===== src/common/ccl_pkg.sv =====
// Shared constants and types for the charger current control logic
package ccl_pkg;

   // Management bus slave address (7-bit form of the 8-bit value 0x12)
   localparam logic [6:0] SMB_ADDR7 = 7'h09;

   // Command codes
   localparam logic [7:0] CMD_MODE = 8'h12;
   localparam logic [7:0] CMD_ICHG = 8'h14;
   localparam logic [7:0] CMD_VCHG = 8'h15;
   localparam logic [7:0] CMD_STATUS = 8'h16;
   localparam logic [7:0] CMD_IIN = 8'h3f;

   // Reset values
   localparam logic [15:0] MODE_RST = 16'h0000;
   localparam logic [15:0] ICHG_RST = 16'h0000;
   localparam logic [15:0] VCHG_RST = 16'h0000;
   localparam logic [15:0] IIN_RST = 16'h0000;

   // Field positions
   localparam int MON_SEL_BIT = 3;
   localparam int DEP_LSB = 9;
   localparam int DEP_MSB = 11;
   localparam int CUR_LSB = 7;
   localparam int CUR_MSB = 13;
   localparam int CUR_OVR_LSB = 14;
   localparam int CUR_OVR_MSB = 15;

   // Timing
   localparam int CLK_FREQ_KHZ = 125000;
   localparam int STEP_TIME_MS = 1;
   localparam int DEGLITCH_TIME_MS = 1000;
   localparam int STEP_CYCLES = CLK_FREQ_KHZ * STEP_TIME_MS;
   localparam int DEGLITCH_CYCLES = CLK_FREQ_KHZ * DEGLITCH_TIME_MS;
   localparam logic [3:0] RAMP_STEPS = 4'h8;

   // Regulation voltage windows and per-cell thresholds, in mV
   localparam logic [15:0] V_2CELL_MV = 16'h2328;
   localparam logic [15:0] V_3CELL_MIN_MV = 16'h2ee0;
   localparam logic [15:0] V_3CELL_MAX_MV = 16'h3840;
   localparam logic [15:0] V_4CELL_MIN_MV = 16'h3e80;
   localparam logic [15:0] V_4CELL_MAX_MV = 16'h4b00;
   localparam logic [15:0] DEP_BASE_MV = 16'h0898;
   localparam logic [15:0] DEP_STEP_MV = 16'h0064;
   localparam logic [15:0] SHORT_FALL_MV = 16'h06a4;
   localparam logic [15:0] SHORT_RISE_MV = 16'h076c;

   // Analog comparator results
   typedef struct packed {
      logic vcc_low;
      logic sleep;
      logic bat_uvt;
      logic overcurrent;
      logic bat_low_2v;
      logic temp_hot;
      logic temp_cool;
      logic therm_window;
      logic below_short;
      logic above_short;
   } ccl_sense_t;

   // Readable state of the block
   typedef struct packed {
      logic short_state;
      logic thermal_off;
      logic volt_bad;
      logic therm_ok;
      logic charge_en;
   } ccl_status_t;

   typedef enum logic [2:0] {
      SMB_IDLE = 3'h0,
      SMB_ADDR = 3'h1,
      SMB_CMD = 3'h3,
      SMB_ACK = 3'h2,
      SMB_WDATA = 3'h6,
      SMB_RDATA = 3'h7,
      SMB_RACK = 3'h5,
      SMB_IGNORE = 3'h4
   } ccl_smb_state_t;

endpackage


===== src/design/ccl_deglitch.sv =====
// Deglitch timer: fires once a condition has held for a full interval
module ccl_deglitch
   import ccl_pkg::*;
#(
   parameter int CYCLES = DEGLITCH_CYCLES
)
(
   input wire logic sys_clk_i,
   input wire logic rst_n_i,
   input wire logic ce_i,
   input wire logic cond_i,
   output logic fire_o
);

   localparam int CW = $clog2(CYCLES + 1);
   localparam logic [CW-1:0] LAST = CW'(CYCLES - 1);

   logic [CW-1:0] cnt_reg;

   // Any lapse of the condition restarts the interval
   always_ff @(posedge sys_clk_i or negedge rst_n_i)
   begin
      if (!rst_n_i)
      begin
         cnt_reg <= '0;
         fire_o <= 1'b0;
      end
      else if (ce_i)
      begin
         fire_o <= 1'b0;
         if (!cond_i)
            cnt_reg <= '0;
         else if (cnt_reg == LAST)
         begin
            cnt_reg <= '0;
            fire_o <= 1'b1;
         end
         else
            cnt_reg <= cnt_reg + 1'b1;
      end
   end

endmodule


===== src/design/ccl_charge_ctrl.sv =====
// Charger current control: bus slave, settings decode, ramp, protection
// Notes on behaviour
// - Ramp reference in eight 1 ms steps
// - Ramp restarts whenever charging becomes enabled
// - Fault, suspend, sleep, lockout stop high side
// - Mode bit 3 selects monitored current amplifier
// - High side off above twice programmed current
// - Falling below 2 V pulses duty reset, both switches off one cycle
// - Thermal stop above 145, resume below 130
// - Cell count from regulation voltage scales thresholds
// - Bits 9-11 pick depleted threshold, 100 mV steps
// - Short below 1.7 V/cell, exit above 1.9
// - One second deglitch; shorted charges at C/8
// - Charge only inside thermistor window, else suspend
// - Temperature suspend turns off both switches
// - Bus slave at 0x12, no checksum byte
// - Only mode, current, voltage, input current and status commands
// - Charge current register, bits 7-13 weighted
// - Above 16.256 A stays enabled, clamps target
// - Zero charge current disables the charger
// - Input limit taken from input current register
// - 12 V to below 14.4 V three cells, 16 V and up four
// - 9 V setting counts as two cells
module ccl_charge_ctrl
   import ccl_pkg::*;
#(
   parameter int STEP_CYC = STEP_CYCLES,
   parameter int DGL_CYC = DEGLITCH_CYCLES
)
(
   input wire logic sys_clk_i,
   input wire logic rst_n_i,
   input wire logic ce_i,
   input wire logic smb_clk_i,
   input wire logic smb_data_i,
   output logic smb_data_o,
   output logic smb_data_oe_o,
   input wire ccl_sense_t sense_i,
   output logic hs_gate_o,
   output logic ls_gate_o,
   output logic duty_reset_o,
   output logic [9:0] charge_ref_o,
   output logic [6:0] input_limit_o,
   output logic monitor_sel_o,
   output logic [15:0] charge_voltage_o,
   output logic [2:0] cell_count_o,
   output logic [15:0] depleted_threshold_o,
   output logic [15:0] short_enter_threshold_o,
   output logic [15:0] short_exit_threshold_o,
   output ccl_status_t status_o,
   output logic [3:0] ramp_step_o
);

   localparam int TW = $clog2(STEP_CYC + 1);
   localparam logic [TW-1:0] STEP_LAST = TW'(STEP_CYC - 1);

   function automatic logic [2:0] cell_count(input logic [15:0] mv);
      logic [2:0] n;
      n = 3'h0;
      if (mv == V_2CELL_MV)
         n = 3'h2;
      else if (mv >= V_3CELL_MIN_MV && mv < V_3CELL_MAX_MV)
         n = 3'h3;
      else if (mv >= V_4CELL_MIN_MV)
         n = 3'h4;
      return n;
   endfunction

   function automatic logic [6:0] cur_code(input logic [15:0] r);
      logic [6:0] c;
      c = r[CUR_MSB:CUR_LSB];
      if (|r[CUR_OVR_MSB:CUR_OVR_LSB])
         c = 7'h7f;
      return c;
   endfunction

   // Synchronisers
   logic [1:0] scl_ff;
   logic [1:0] sda_ff;
   logic scl_prev;
   logic sda_prev;
   ccl_sense_t sense_meta;
   ccl_sense_t sense;

   always_ff @(posedge sys_clk_i or negedge rst_n_i)
   begin
      if (!rst_n_i)
      begin
         scl_ff <= 2'h3;
         sda_ff <= 2'h3;
         scl_prev <= 1'b1;
         sda_prev <= 1'b1;
         sense_meta <= '0;
         sense <= '0;
      end
      else if (ce_i)
      begin
         scl_ff <= {scl_ff[0], smb_clk_i};
         sda_ff <= {sda_ff[0], smb_data_i};
         scl_prev <= scl_ff[1];
         sda_prev <= sda_ff[1];
         sense_meta <= sense_i;
         sense <= sense_meta;
      end
   end

   logic scl_rise;
   logic scl_fall;
   logic start_det;
   logic stop_det;
   assign scl_rise = scl_ff[1] & ~scl_prev;
   assign scl_fall = ~scl_ff[1] & scl_prev;
   assign start_det = scl_ff[1] & scl_prev & sda_prev & ~sda_ff[1];
   assign stop_det = scl_ff[1] & scl_prev & ~sda_prev & sda_ff[1];

   // Management bus slave
   ccl_smb_state_t st_reg;
   ccl_smb_state_t after_reg;
   logic [3:0] bit_cnt_reg;
   logic [7:0] shift_reg;
   logic [7:0] cmd_reg;
   logic [7:0] lo_buf_reg;
   logic [7:0] tx_reg;
   logic [7:0] tx_hi_reg;
   logic byte_no_reg;
   logic mack_reg;
   logic [15:0] mode_reg;
   logic [15:0] ichg_reg;
   logic [15:0] vchg_reg;
   logic [15:0] iin_reg;
   logic [15:0] rd_word;
   logic wr_now;
   ccl_status_t status;

   always_comb
   begin
      case (cmd_reg)
         CMD_MODE: rd_word = mode_reg;
         CMD_ICHG: rd_word = ichg_reg;
         CMD_VCHG: rd_word = vchg_reg;
         CMD_IIN: rd_word = iin_reg;
         CMD_STATUS: rd_word = {11'h000, status};
         default: rd_word = 16'h0000;
      endcase
   end

   always_ff @(posedge sys_clk_i or negedge rst_n_i)
   begin
      if (!rst_n_i)
      begin
         st_reg <= SMB_IDLE;
         after_reg <= SMB_IDLE;
         bit_cnt_reg <= 4'h0;
         shift_reg <= 8'h00;
         cmd_reg <= 8'h00;
         lo_buf_reg <= 8'h00;
         tx_reg <= 8'h00;
         tx_hi_reg <= 8'h00;
         byte_no_reg <= 1'b0;
         mack_reg <= 1'b0;
      end
      else if (ce_i)
      begin
         if (start_det)
         begin
            st_reg <= SMB_ADDR;
            bit_cnt_reg <= 4'h0;
         end
         else if (stop_det)
            st_reg <= SMB_IDLE;
         else if (scl_rise)
         begin
            case (st_reg)
               SMB_ADDR, SMB_CMD, SMB_WDATA:
               begin
                  shift_reg <= {shift_reg[6:0], sda_ff[1]};
                  bit_cnt_reg <= bit_cnt_reg + 4'h1;
               end
               SMB_RDATA: bit_cnt_reg <= bit_cnt_reg + 4'h1;
               SMB_RACK: mack_reg <= ~sda_ff[1];
               default: ;
            endcase
         end
         else if (scl_fall)
         begin
            case (st_reg)
               SMB_ADDR:
                  if (bit_cnt_reg == 4'h8)
                  begin
                     bit_cnt_reg <= 4'h0;
                     if (shift_reg[7:1] == SMB_ADDR7)
                     begin
                        st_reg <= SMB_ACK;
                        byte_no_reg <= 1'b0;
                        if (shift_reg[0])
                        begin
                           after_reg <= SMB_RDATA;
                           tx_reg <= rd_word[7:0];
                           tx_hi_reg <= rd_word[15:8];
                        end
                        else
                           after_reg <= SMB_CMD;
                     end
                     else
                        st_reg <= SMB_IGNORE;
                  end
               SMB_CMD:
                  if (bit_cnt_reg == 4'h8)
                  begin
                     bit_cnt_reg <= 4'h0;
                     cmd_reg <= shift_reg;
                     st_reg <= SMB_ACK;
                     after_reg <= SMB_WDATA;
                  end
               SMB_WDATA:
                  if (bit_cnt_reg == 4'h8)
                  begin
                     bit_cnt_reg <= 4'h0;
                     st_reg <= SMB_ACK;
                     // No checksum byte follows the data word
                     if (!byte_no_reg)
                     begin
                        lo_buf_reg <= shift_reg;
                        byte_no_reg <= 1'b1;
                        after_reg <= SMB_WDATA;
                     end
                     else
                        after_reg <= SMB_IGNORE;
                  end
               SMB_ACK: st_reg <= after_reg;
               SMB_RDATA:
                  if (bit_cnt_reg == 4'h8)
                  begin
                     bit_cnt_reg <= 4'h0;
                     st_reg <= SMB_RACK;
                  end
                  else
                     tx_reg <= {tx_reg[6:0], 1'b0};
               SMB_RACK:
                  if (mack_reg && !byte_no_reg)
                  begin
                     tx_reg <= tx_hi_reg;
                     byte_no_reg <= 1'b1;
                     st_reg <= SMB_RDATA;
                  end
                  else
                     st_reg <= SMB_IGNORE;
               default: ;
            endcase
         end
      end
   end

   assign smb_data_o = 1'b0;
   assign smb_data_oe_o = (st_reg == SMB_ACK) |
                          ((st_reg == SMB_RDATA) & ~tx_reg[7]);

   assign wr_now = scl_fall & ~start_det & ~stop_det &
                   (st_reg == SMB_WDATA) & (bit_cnt_reg == 4'h8) &
                   byte_no_reg;

   // Register file; unknown and read-only commands are ignored
   always_ff @(posedge sys_clk_i or negedge rst_n_i)
   begin
      if (!rst_n_i)
      begin
         mode_reg <= MODE_RST;
         ichg_reg <= ICHG_RST;
         vchg_reg <= VCHG_RST;
         iin_reg <= IIN_RST;
      end
      else if (ce_i && wr_now)
      begin
         case (cmd_reg)
            CMD_MODE: mode_reg <= {shift_reg, lo_buf_reg};
            CMD_ICHG: ichg_reg <= {shift_reg, lo_buf_reg};
            CMD_VCHG: vchg_reg <= {shift_reg, lo_buf_reg};
            CMD_IIN: iin_reg <= {shift_reg, lo_buf_reg};
            default: ;
         endcase
      end
   end

   // Settings decode
   logic [6:0] ichg_code;
   logic [2:0] cells;
   logic volt_bad;
   logic thermal_off_reg;
   logic short_state_reg;
   logic charge_en;
   logic [3:0] step_reg;
   logic [TW-1:0] step_tmr_reg;
   logic bat_low_prev_reg;
   logic duty_reset_now;
   logic [9:0] target_fine;
   logic [13:0] ramp_prod;
   logic [15:0] dep_cell_mv;
   logic short_cond;
   logic short_fire;

   assign ichg_code = cur_code(ichg_reg);
   assign cells = cell_count(vchg_reg);
   assign volt_bad = (cells == 3'h0);
   assign charge_en = (ichg_code != 7'h00) & ~volt_bad &
                      sense.therm_window & ~thermal_off_reg &
                      ~sense.vcc_low & ~sense.sleep;

   assign status.short_state = short_state_reg;
   assign status.thermal_off = thermal_off_reg;
   assign status.volt_bad = volt_bad;
   assign status.therm_ok = sense.therm_window;
   assign status.charge_en = charge_en;

   // Thermal shutdown with hysteresis
   always_ff @(posedge sys_clk_i or negedge rst_n_i)
   begin
      if (!rst_n_i)
         thermal_off_reg <= 1'b0;
      else if (ce_i)
      begin
         if (sense.temp_hot)
            thermal_off_reg <= 1'b1;
         else if (sense.temp_cool)
            thermal_off_reg <= 1'b0;
      end
   end

   // Soft-start sequencer
   always_ff @(posedge sys_clk_i or negedge rst_n_i)
   begin
      if (!rst_n_i)
      begin
         step_reg <= 4'h0;
         step_tmr_reg <= '0;
      end
      else if (ce_i)
      begin
         if (!charge_en)
         begin
            step_reg <= 4'h0;
            step_tmr_reg <= '0;
         end
         else if (step_reg == 4'h0)
            step_reg <= 4'h1;
         else if (step_reg < RAMP_STEPS)
         begin
            if (step_tmr_reg == STEP_LAST)
            begin
               step_tmr_reg <= '0;
               step_reg <= step_reg + 4'h1;
            end
            else
               step_tmr_reg <= step_tmr_reg + 1'b1;
         end
      end
   end

   // Battery short detection with deglitch
   assign short_cond = short_state_reg ? sense.above_short :
                       sense.below_short;

   ccl_deglitch #(
      .CYCLES(DGL_CYC)
   ) u_short_dgl (
      .sys_clk_i(sys_clk_i),
      .rst_n_i(rst_n_i),
      .ce_i(ce_i),
      .cond_i(short_cond),
      .fire_o(short_fire)
   );

   always_ff @(posedge sys_clk_i or negedge rst_n_i)
   begin
      if (!rst_n_i)
         short_state_reg <= 1'b0;
      else if (ce_i && short_fire)
         short_state_reg <= ~short_state_reg;
   end

   // Reference in 16 mA units, one eighth of programmed current while shorted
   assign target_fine = short_state_reg ? {3'h0, ichg_code} :
                        {ichg_code, 3'h0};
   assign ramp_prod = 14'(target_fine) * 14'(step_reg);
   assign duty_reset_now = sense.bat_low_2v & ~bat_low_prev_reg;
   assign dep_cell_mv = DEP_BASE_MV +
                        16'(DEP_STEP_MV * 16'(mode_reg[DEP_MSB:DEP_LSB]));

   // Switch drive and registered outputs
   always_ff @(posedge sys_clk_i or negedge rst_n_i)
   begin
      if (!rst_n_i)
      begin
         bat_low_prev_reg <= 1'b0;
         hs_gate_o <= 1'b0;
         ls_gate_o <= 1'b0;
         duty_reset_o <= 1'b0;
         charge_ref_o <= 10'h000;
         input_limit_o <= 7'h00;
         monitor_sel_o <= 1'b0;
         charge_voltage_o <= 16'h0000;
         cell_count_o <= 3'h0;
         depleted_threshold_o <= 16'h0000;
         short_enter_threshold_o <= 16'h0000;
         short_exit_threshold_o <= 16'h0000;
         status_o <= '0;
         ramp_step_o <= 4'h0;
      end
      else if (ce_i)
      begin
         bat_low_prev_reg <= sense.bat_low_2v;
         hs_gate_o <= charge_en & (step_reg != 4'h0) &
                      ~sense.overcurrent & ~sense.bat_uvt &
                      ~duty_reset_now;
         ls_gate_o <= charge_en & (step_reg != 4'h0) &
                      ~duty_reset_now;
         duty_reset_o <= duty_reset_now;
         charge_ref_o <= charge_en ? ramp_prod[12:3] : 10'h000;
         input_limit_o <= cur_code(iin_reg);
         monitor_sel_o <= mode_reg[MON_SEL_BIT];
         charge_voltage_o <= vchg_reg;
         cell_count_o <= cells;
         depleted_threshold_o <= 16'(dep_cell_mv * 16'(cells));
         short_enter_threshold_o <= 16'(SHORT_FALL_MV * 16'(cells));
         short_exit_threshold_o <= 16'(SHORT_RISE_MV * 16'(cells));
         status_o <= status;
         ramp_step_o <= step_reg;
      end
   end

endmodule


===== config.mk =====
export PLATFORM = sky130hd
export DESIGN_NAME = ccl_charge_ctrl
export DESIGN_NICKNAME = d
export VERILOG_FILES = /design/src/common/ccl_pkg.sv /design/src/design/ccl_deglitch.sv /design/src/design/ccl_charge_ctrl.sv
export SDC_FILE = /design/constraint.sdc
export NUM_CORES = 1
export LEC_CHECK = 0
export BUFFER_PORTS_ARGS = -buffer_cell sky130_fd_sc_hd__buf_4
export CAP_MARGIN = 20
export CORE_ASPECT_RATIO = 0.6
export CORE_MARGIN = 4
export CORE_UTILIZATION = 45
export DETAILED_ROUTE_END_ITERATION = 12
export PLACE_DENSITY = 0.73
export SETUP_SLACK_MARGIN = 0.3
export SKIP_CTS_REPAIR_TIMING = 1
export SLEW_MARGIN = 5
export SYNTH_ARGS = -nofsm -noshare
export SYNTH_HDL_FRONTEND = slang
export SYNTH_SLANG_ARGS = --single-unit
export TNS_END_PERCENT = 5

===== constraint.sdc =====
create_clock -name sys_clk_i -period 11.2 [get_ports sys_clk_i]
set_input_delay 2.24 -clock sys_clk_i [delete_from_list [all_inputs] [get_ports sys_clk_i]]
set_output_delay 2.24 -clock sys_clk_i [all_outputs]
set_load 0.02 [all_outputs]

; Word-level counts from Yosys, hierarchy flattened
; Index checks and enable logic that the tools add are counted.
[totals]
regBits = 283
inputBits = 15
output_inout_bits = 99
elab_cells = 250
[op_classes]
n_addsub = 5
mul = 5
magnitude_cmp = 4
n_eq_ne = 34
mux = 58
n_bitwise = 43
n_reduce_logical = 39
[ops]
columns = operator, count
row1 = 16-bit one-hot mux with 5 select lines, 1
row2 = 17-bit 2-to-1 mux, 4
row3 = 27-bit 2-to-1 mux, 2
row4 = 3-bit 2-to-1 mux, 16
row5 = 4-bit 2-to-1 mux, 11
row6 = 8-bit 2-to-1 mux, 5
row7 = "8-bit by 5-bit equality test with 1-bit output, second input constant", 4
row8 = "16-bit by 14-bit >= comparator with 1-bit output, second input constant", 2
row9 = "27-bit by 1-bit adder with 27-bit output, second input constant", 1
row10 = "27-bit equality test, second input constant", 1
row11 = 1-bit bitwise AND, 24
row12 = "9-bit by 3-bit multiplier with 12-bit output, first input constant", 2
row13 = 8-bit one-hot mux with 3 select lines, 1
row14 = 10-bit 2-to-1 mux, 2
row15 = 10-bit AND reduction, 2
row16 = 1-bit NOT, 18
row17 = 3-bit nonzero test, 6
row18 = "17-bit by 1-bit adder with 17-bit output, second input constant", 1
row19 = "17-bit equality test, second input constant", 1
row20 = "16-bit by 14-bit equality test with 1-bit output, second input constant", 1
row21 = "16-bit by 14-bit < comparator with 1-bit output, second input constant", 1
row22 = 13-bit by 3-bit multiplier with 16-bit output, 1
row23 = "2-bit inequality test, second input constant", 8
row24 = 3-bit one-hot mux with 5 select lines, 1
row25 = other kinds (41), 72

; Depth between registers and ports, before layout
[logic_depth]
word_depth = 16
depth_mapped = 16
ltp_nobuf = 15

; Cells and area by module
; A second synthesis with hierarchy kept.
[unflattened]
hier_cells = 1424
area_unflattened_um2 = 14908.0
[modules_own_cells]
columns = mod, instances, cells_per_inst, area_each_um2, seq_area_each_um2
row1 = ccl_charge_ctrl, 1, 1233, 13230.2, 6063.3
row2 = ccl_deglitch, 1, 191, 1677.9, 700.7

; Worst setup path after synthesis
; No wires, ideal clock.
[synth_path]
path_kind = in2reg
start = input port ce_i
end = register cmd_reg[0]
setup_ps = 125
arrival_time_ps = 3747
required_time_ps = 11075
path_slack_ps = 7329
stages = 8
path_buffers = 2
cell_sequence = buf_2 inv_1 a21o_1 buf_2 nor2_1 nand2_1 nor3_2 mux2_2
[synth_between]
elab_chain_len = 1
[synth_rtl]
columns = element, line
row1 = from (decl), ccl_charge_ctrl.sv:33  ; input wire logic ce_i,
row2 = 7-bit AND reduction (no line), --
row3 = to (signal assigned), ccl_charge_ctrl.sv:211  ; cmd_reg <= shift_reg;
row4 = to (decl), ccl_charge_ctrl.sv:121  ; logic [7:0] cmd_reg;
; No other way between the ends.
; A chain may end at the register's enable or synchronous reset.

; Worst setup path after layout
[layout_path]
start = register vchg_reg[5]
end = register depleted_threshold_o[12]
[layout_between]
elab_chain_len = 5
word_cells_on_any_way = 9
classes_between = mul: 1 / order compare: 3 / eq/ne: 1 / mux: 3 / reduce/logical: 1
[layout_rtl]
columns = element, line
row1 = from (decl), ccl_charge_ctrl.sv:129  ; logic [15:0] vchg_reg;
row2 = from (signal assigned), ccl_charge_ctrl.sv:277  ; CMD_VCHG: vchg_reg <= {shift_reg, lo_buf_reg};
row3 = 16-bit by 14-bit >= comparator with 1-bit output / 16-bit by 14-bit < comparator with 1-bit output (equally long branches), ccl_charge_ctrl.sv:62  ; else if (mv >= V_3CELL_MIN_MV && mv < V_3CELL_MAX_MV)
row4 = 1-bit logical AND, ccl_charge_ctrl.sv:62
row5 = 3-bit 2-to-1 mux, ccl_charge_ctrl.sv:62
row6 = 3-bit 2-to-1 mux *, ccl_charge_ctrl.sv:60  ; if (mv == V_2CELL_MV)
row7 = via cells[1], ccl_charge_ctrl.sv:286  ; logic [2:0] cells;
row8 = 13-bit by 3-bit multiplier with 16-bit output *, ccl_charge_ctrl.sv:422  ; depleted_threshold_o <= 16'(dep_cell_mv * 16'(cells));
row9 = to (signal assigned), ccl_charge_ctrl.sv:422
row10 = to (decl), ccl_charge_ctrl.sv:47  ; output logic [15:0] depleted_threshold_o,
; Mark *: on every way through the listed nets, which the timed path passes. The rest lies on a longest branch.

==> run metrics <==
status complete, no violations; max-slew violations 0; fin crit period 4460 ps; Crit-path slowest cell fa_1; Finish-stage setup viols 0; Final period util 0.398; max cap viols 0; DIE HEIGHT 149 um; Layout Cells excl Fill 1,956; CTS H-Tree Depth 1; antenna cell count 0; critical path, cell by cell nor4bb_1, nand4_1, nor3_1, nor2_1, clkinv_1, nand2b_1, fa_1, inv_1, fa_1, a21o_1, a21oi_1, o21ai_0, a2111oi_0, nor4b_1, o31ai_1; post-route cell area 16,800 um^2; buffer levels on the longest clock path 3; Yosys top cell area share 0.442; placed cell area 16,000 um^2; Post-Syn Instances 1,417; leakage power total 7.86 nW; residual antenna-violating net count after detailed routing 0; Area Growth Syn to Fin 12.8%; Total Wirelength 37.2 mm; Vias/cell 5.72; Initial Util 0.458; Ports 114; critical path type flip-flop to flip-flop; first-pass GRT wire length 59.8 mm; latest clock arrival within the worst-skew pair 550 ps; Async S/R FF share, synth 1.00; Rel. slew slack 0.343; Setup crit start kind flip-flop; CTS tree yes; setup_tns 0 ps; total track usage 0.202; post-synthesis register bit count 270; worst vdd ir 0.000105 V; final hold vios 0; row count 51; final core utilization 0.517; RSZ-0062 raised after global routing no; Max Clock Skew 20.3 ps; placed insts 1,908; commonest cells after routing, fill and taps aside dfrtp_1 (264), mux2_2 (155), nand2_1 (139); Final Wtd Congestion 0.917; count of input and output buffers 101; Synth Warn # 0; router iterations before antenna repair 6; nets 1,574; Worst Hold Slack 479 ps; post-synthesis cell area 14,900 um^2; clock sinks 270; hold wc startpoint short_exit_threshold_o[5]; worst-path fanout max 10; Reg clk slew, reported paths 70 ps; grt ovf 0; ys flop type dfrtp_1; crit path DAT 4910 ps; Post-synth EDFFs 0; CP Capture Type flip-flop; Worst-Margin Slew 986 ps; Worst Hold Class flip-flop to flip-flop; f_max 0.224 GHz; # DRC 0; initial antenna violation count 0; largest area contributor in the netlist dfrtp_1; total CTS buffers 26; critical path required time 11,650 ps; commonest non-fill, non-tap cell in the layout dfrtp_1; 1st-iter DRT viols 1,192; power density cells 124 nW/um^2; root buf cell clkbuf_16; Area contributors post-synth dfrtp_1 (44%), mux2_2 (12%), ha_1 (3.9%); routed length per instance 19.0 um; die width 243 um; Yosys cell types 81; most used cell, CP fa_1; Die ar. 36,300 um^2; Worst path max stage delay 500 ps; FF-to-FF Start vchg_reg[5]; pin count of the biggest net entering global routing 85; critical path launch point vchg_reg[5]; post-synthesis area per instance 10.5 um^2; DPL Wire Length 26.6 mm; max reg flops 27; vias 11.2k; fraction of layout cells with a size suffix above 1 0.233; sequential cell area fraction in the yosys report 0.453; number of global-route vias before repair 10.6k; CORE AREA 32,600 um^2
worst max-delay path: cells and delay by family, from the launching register on:
kind	cells	cell delay, ps
AOI/OAI and AO/OA	5	1300
and+or+nand+nor	6	1330
buffers and inverters	2	270
DFF	1	490
adders and majority gates	2	950
report_power, final:
part           switching (mW)  internal, mW  total [mW]
clock                   0.385         0.498       0.883
combinational           0.100        0.0643       0.164
sequential             0.0398          1.01        1.05
total                   0.525          1.57        2.10
cells by family (layout without fill, tap and decap cells):
kind of cell / count (synthesis) / after routing / synth area share
simple gates: 410 / 410 / 0.139
compound gates: 295 / 295 / 0.131
flops: 270 / 270 / 0.453
mux: 184 / 184 / 0.140
buf+inv: 156 / 233 / 0.0477
fa+ha+maj: 72 / 72 / 0.0729
xor+xnor: 29 / 29 / 0.0170
other cells: 1 / 13 / 0.000251
worst paths after layout:
check                           slack, ps                   endpoint  depth (start not counted)
worst max register to register       6740   depleted_threshold_o[12]                         15
max in group asynchronous            7650                 cmd_reg[5]                          3
worst min-delay path                  480  short_exit_threshold_o[5]                          1
worst max-delay path                 6740   depleted_threshold_o[12]                         15
min in group asynchronous            1680    depleted_threshold_o[9]                          1
worst min register to register        480  short_exit_threshold_o[5]                          1
layout make-up:
class / count / area (um^2)
fillers: 2863 / 15800
inverters: 72 / 270
repair buffers: 114 / 883
flip-flops and latches: 270 / 6760
clock buffers: 38 / 767
clock inverters: 9 / 78.8
multi-input cells: 1003 / 7520
well taps: 450 / 563
layer usage:
layer,vias to the layer above,share of wire,GRT usage
li1,5174,-,-
met1,5583,0.49,0.317
met2,402,0.41,0.284
met3,29,0.088,0.0559
met4,0,0.011,0.0294
met5,-,0,0
per-stage QoR:
stage | worst slack, ps | power (mW)
final | 6740 | 2.10
after detailed placement | 6850 | 1.23
after CTS | 6780 | 2.11
after global placement | 7000 | 1.22
after global routing | 6350 | 2.18
after floorplan | 7330 | 1.16
cell usage after synthesis (24+ instances only):
master and number:
ha_1 47, fa_1 25, o21ai_0 88, a21oi_1 56, inv_1 69, dfrtp_1 264, buf_4 24, nand2_1 139
clkbuf_1 37, and2_1 29, mux2_2 155, nor2_1 85, nor3_1 29
No activity file was read; power rests on OpenSTA's default activity.
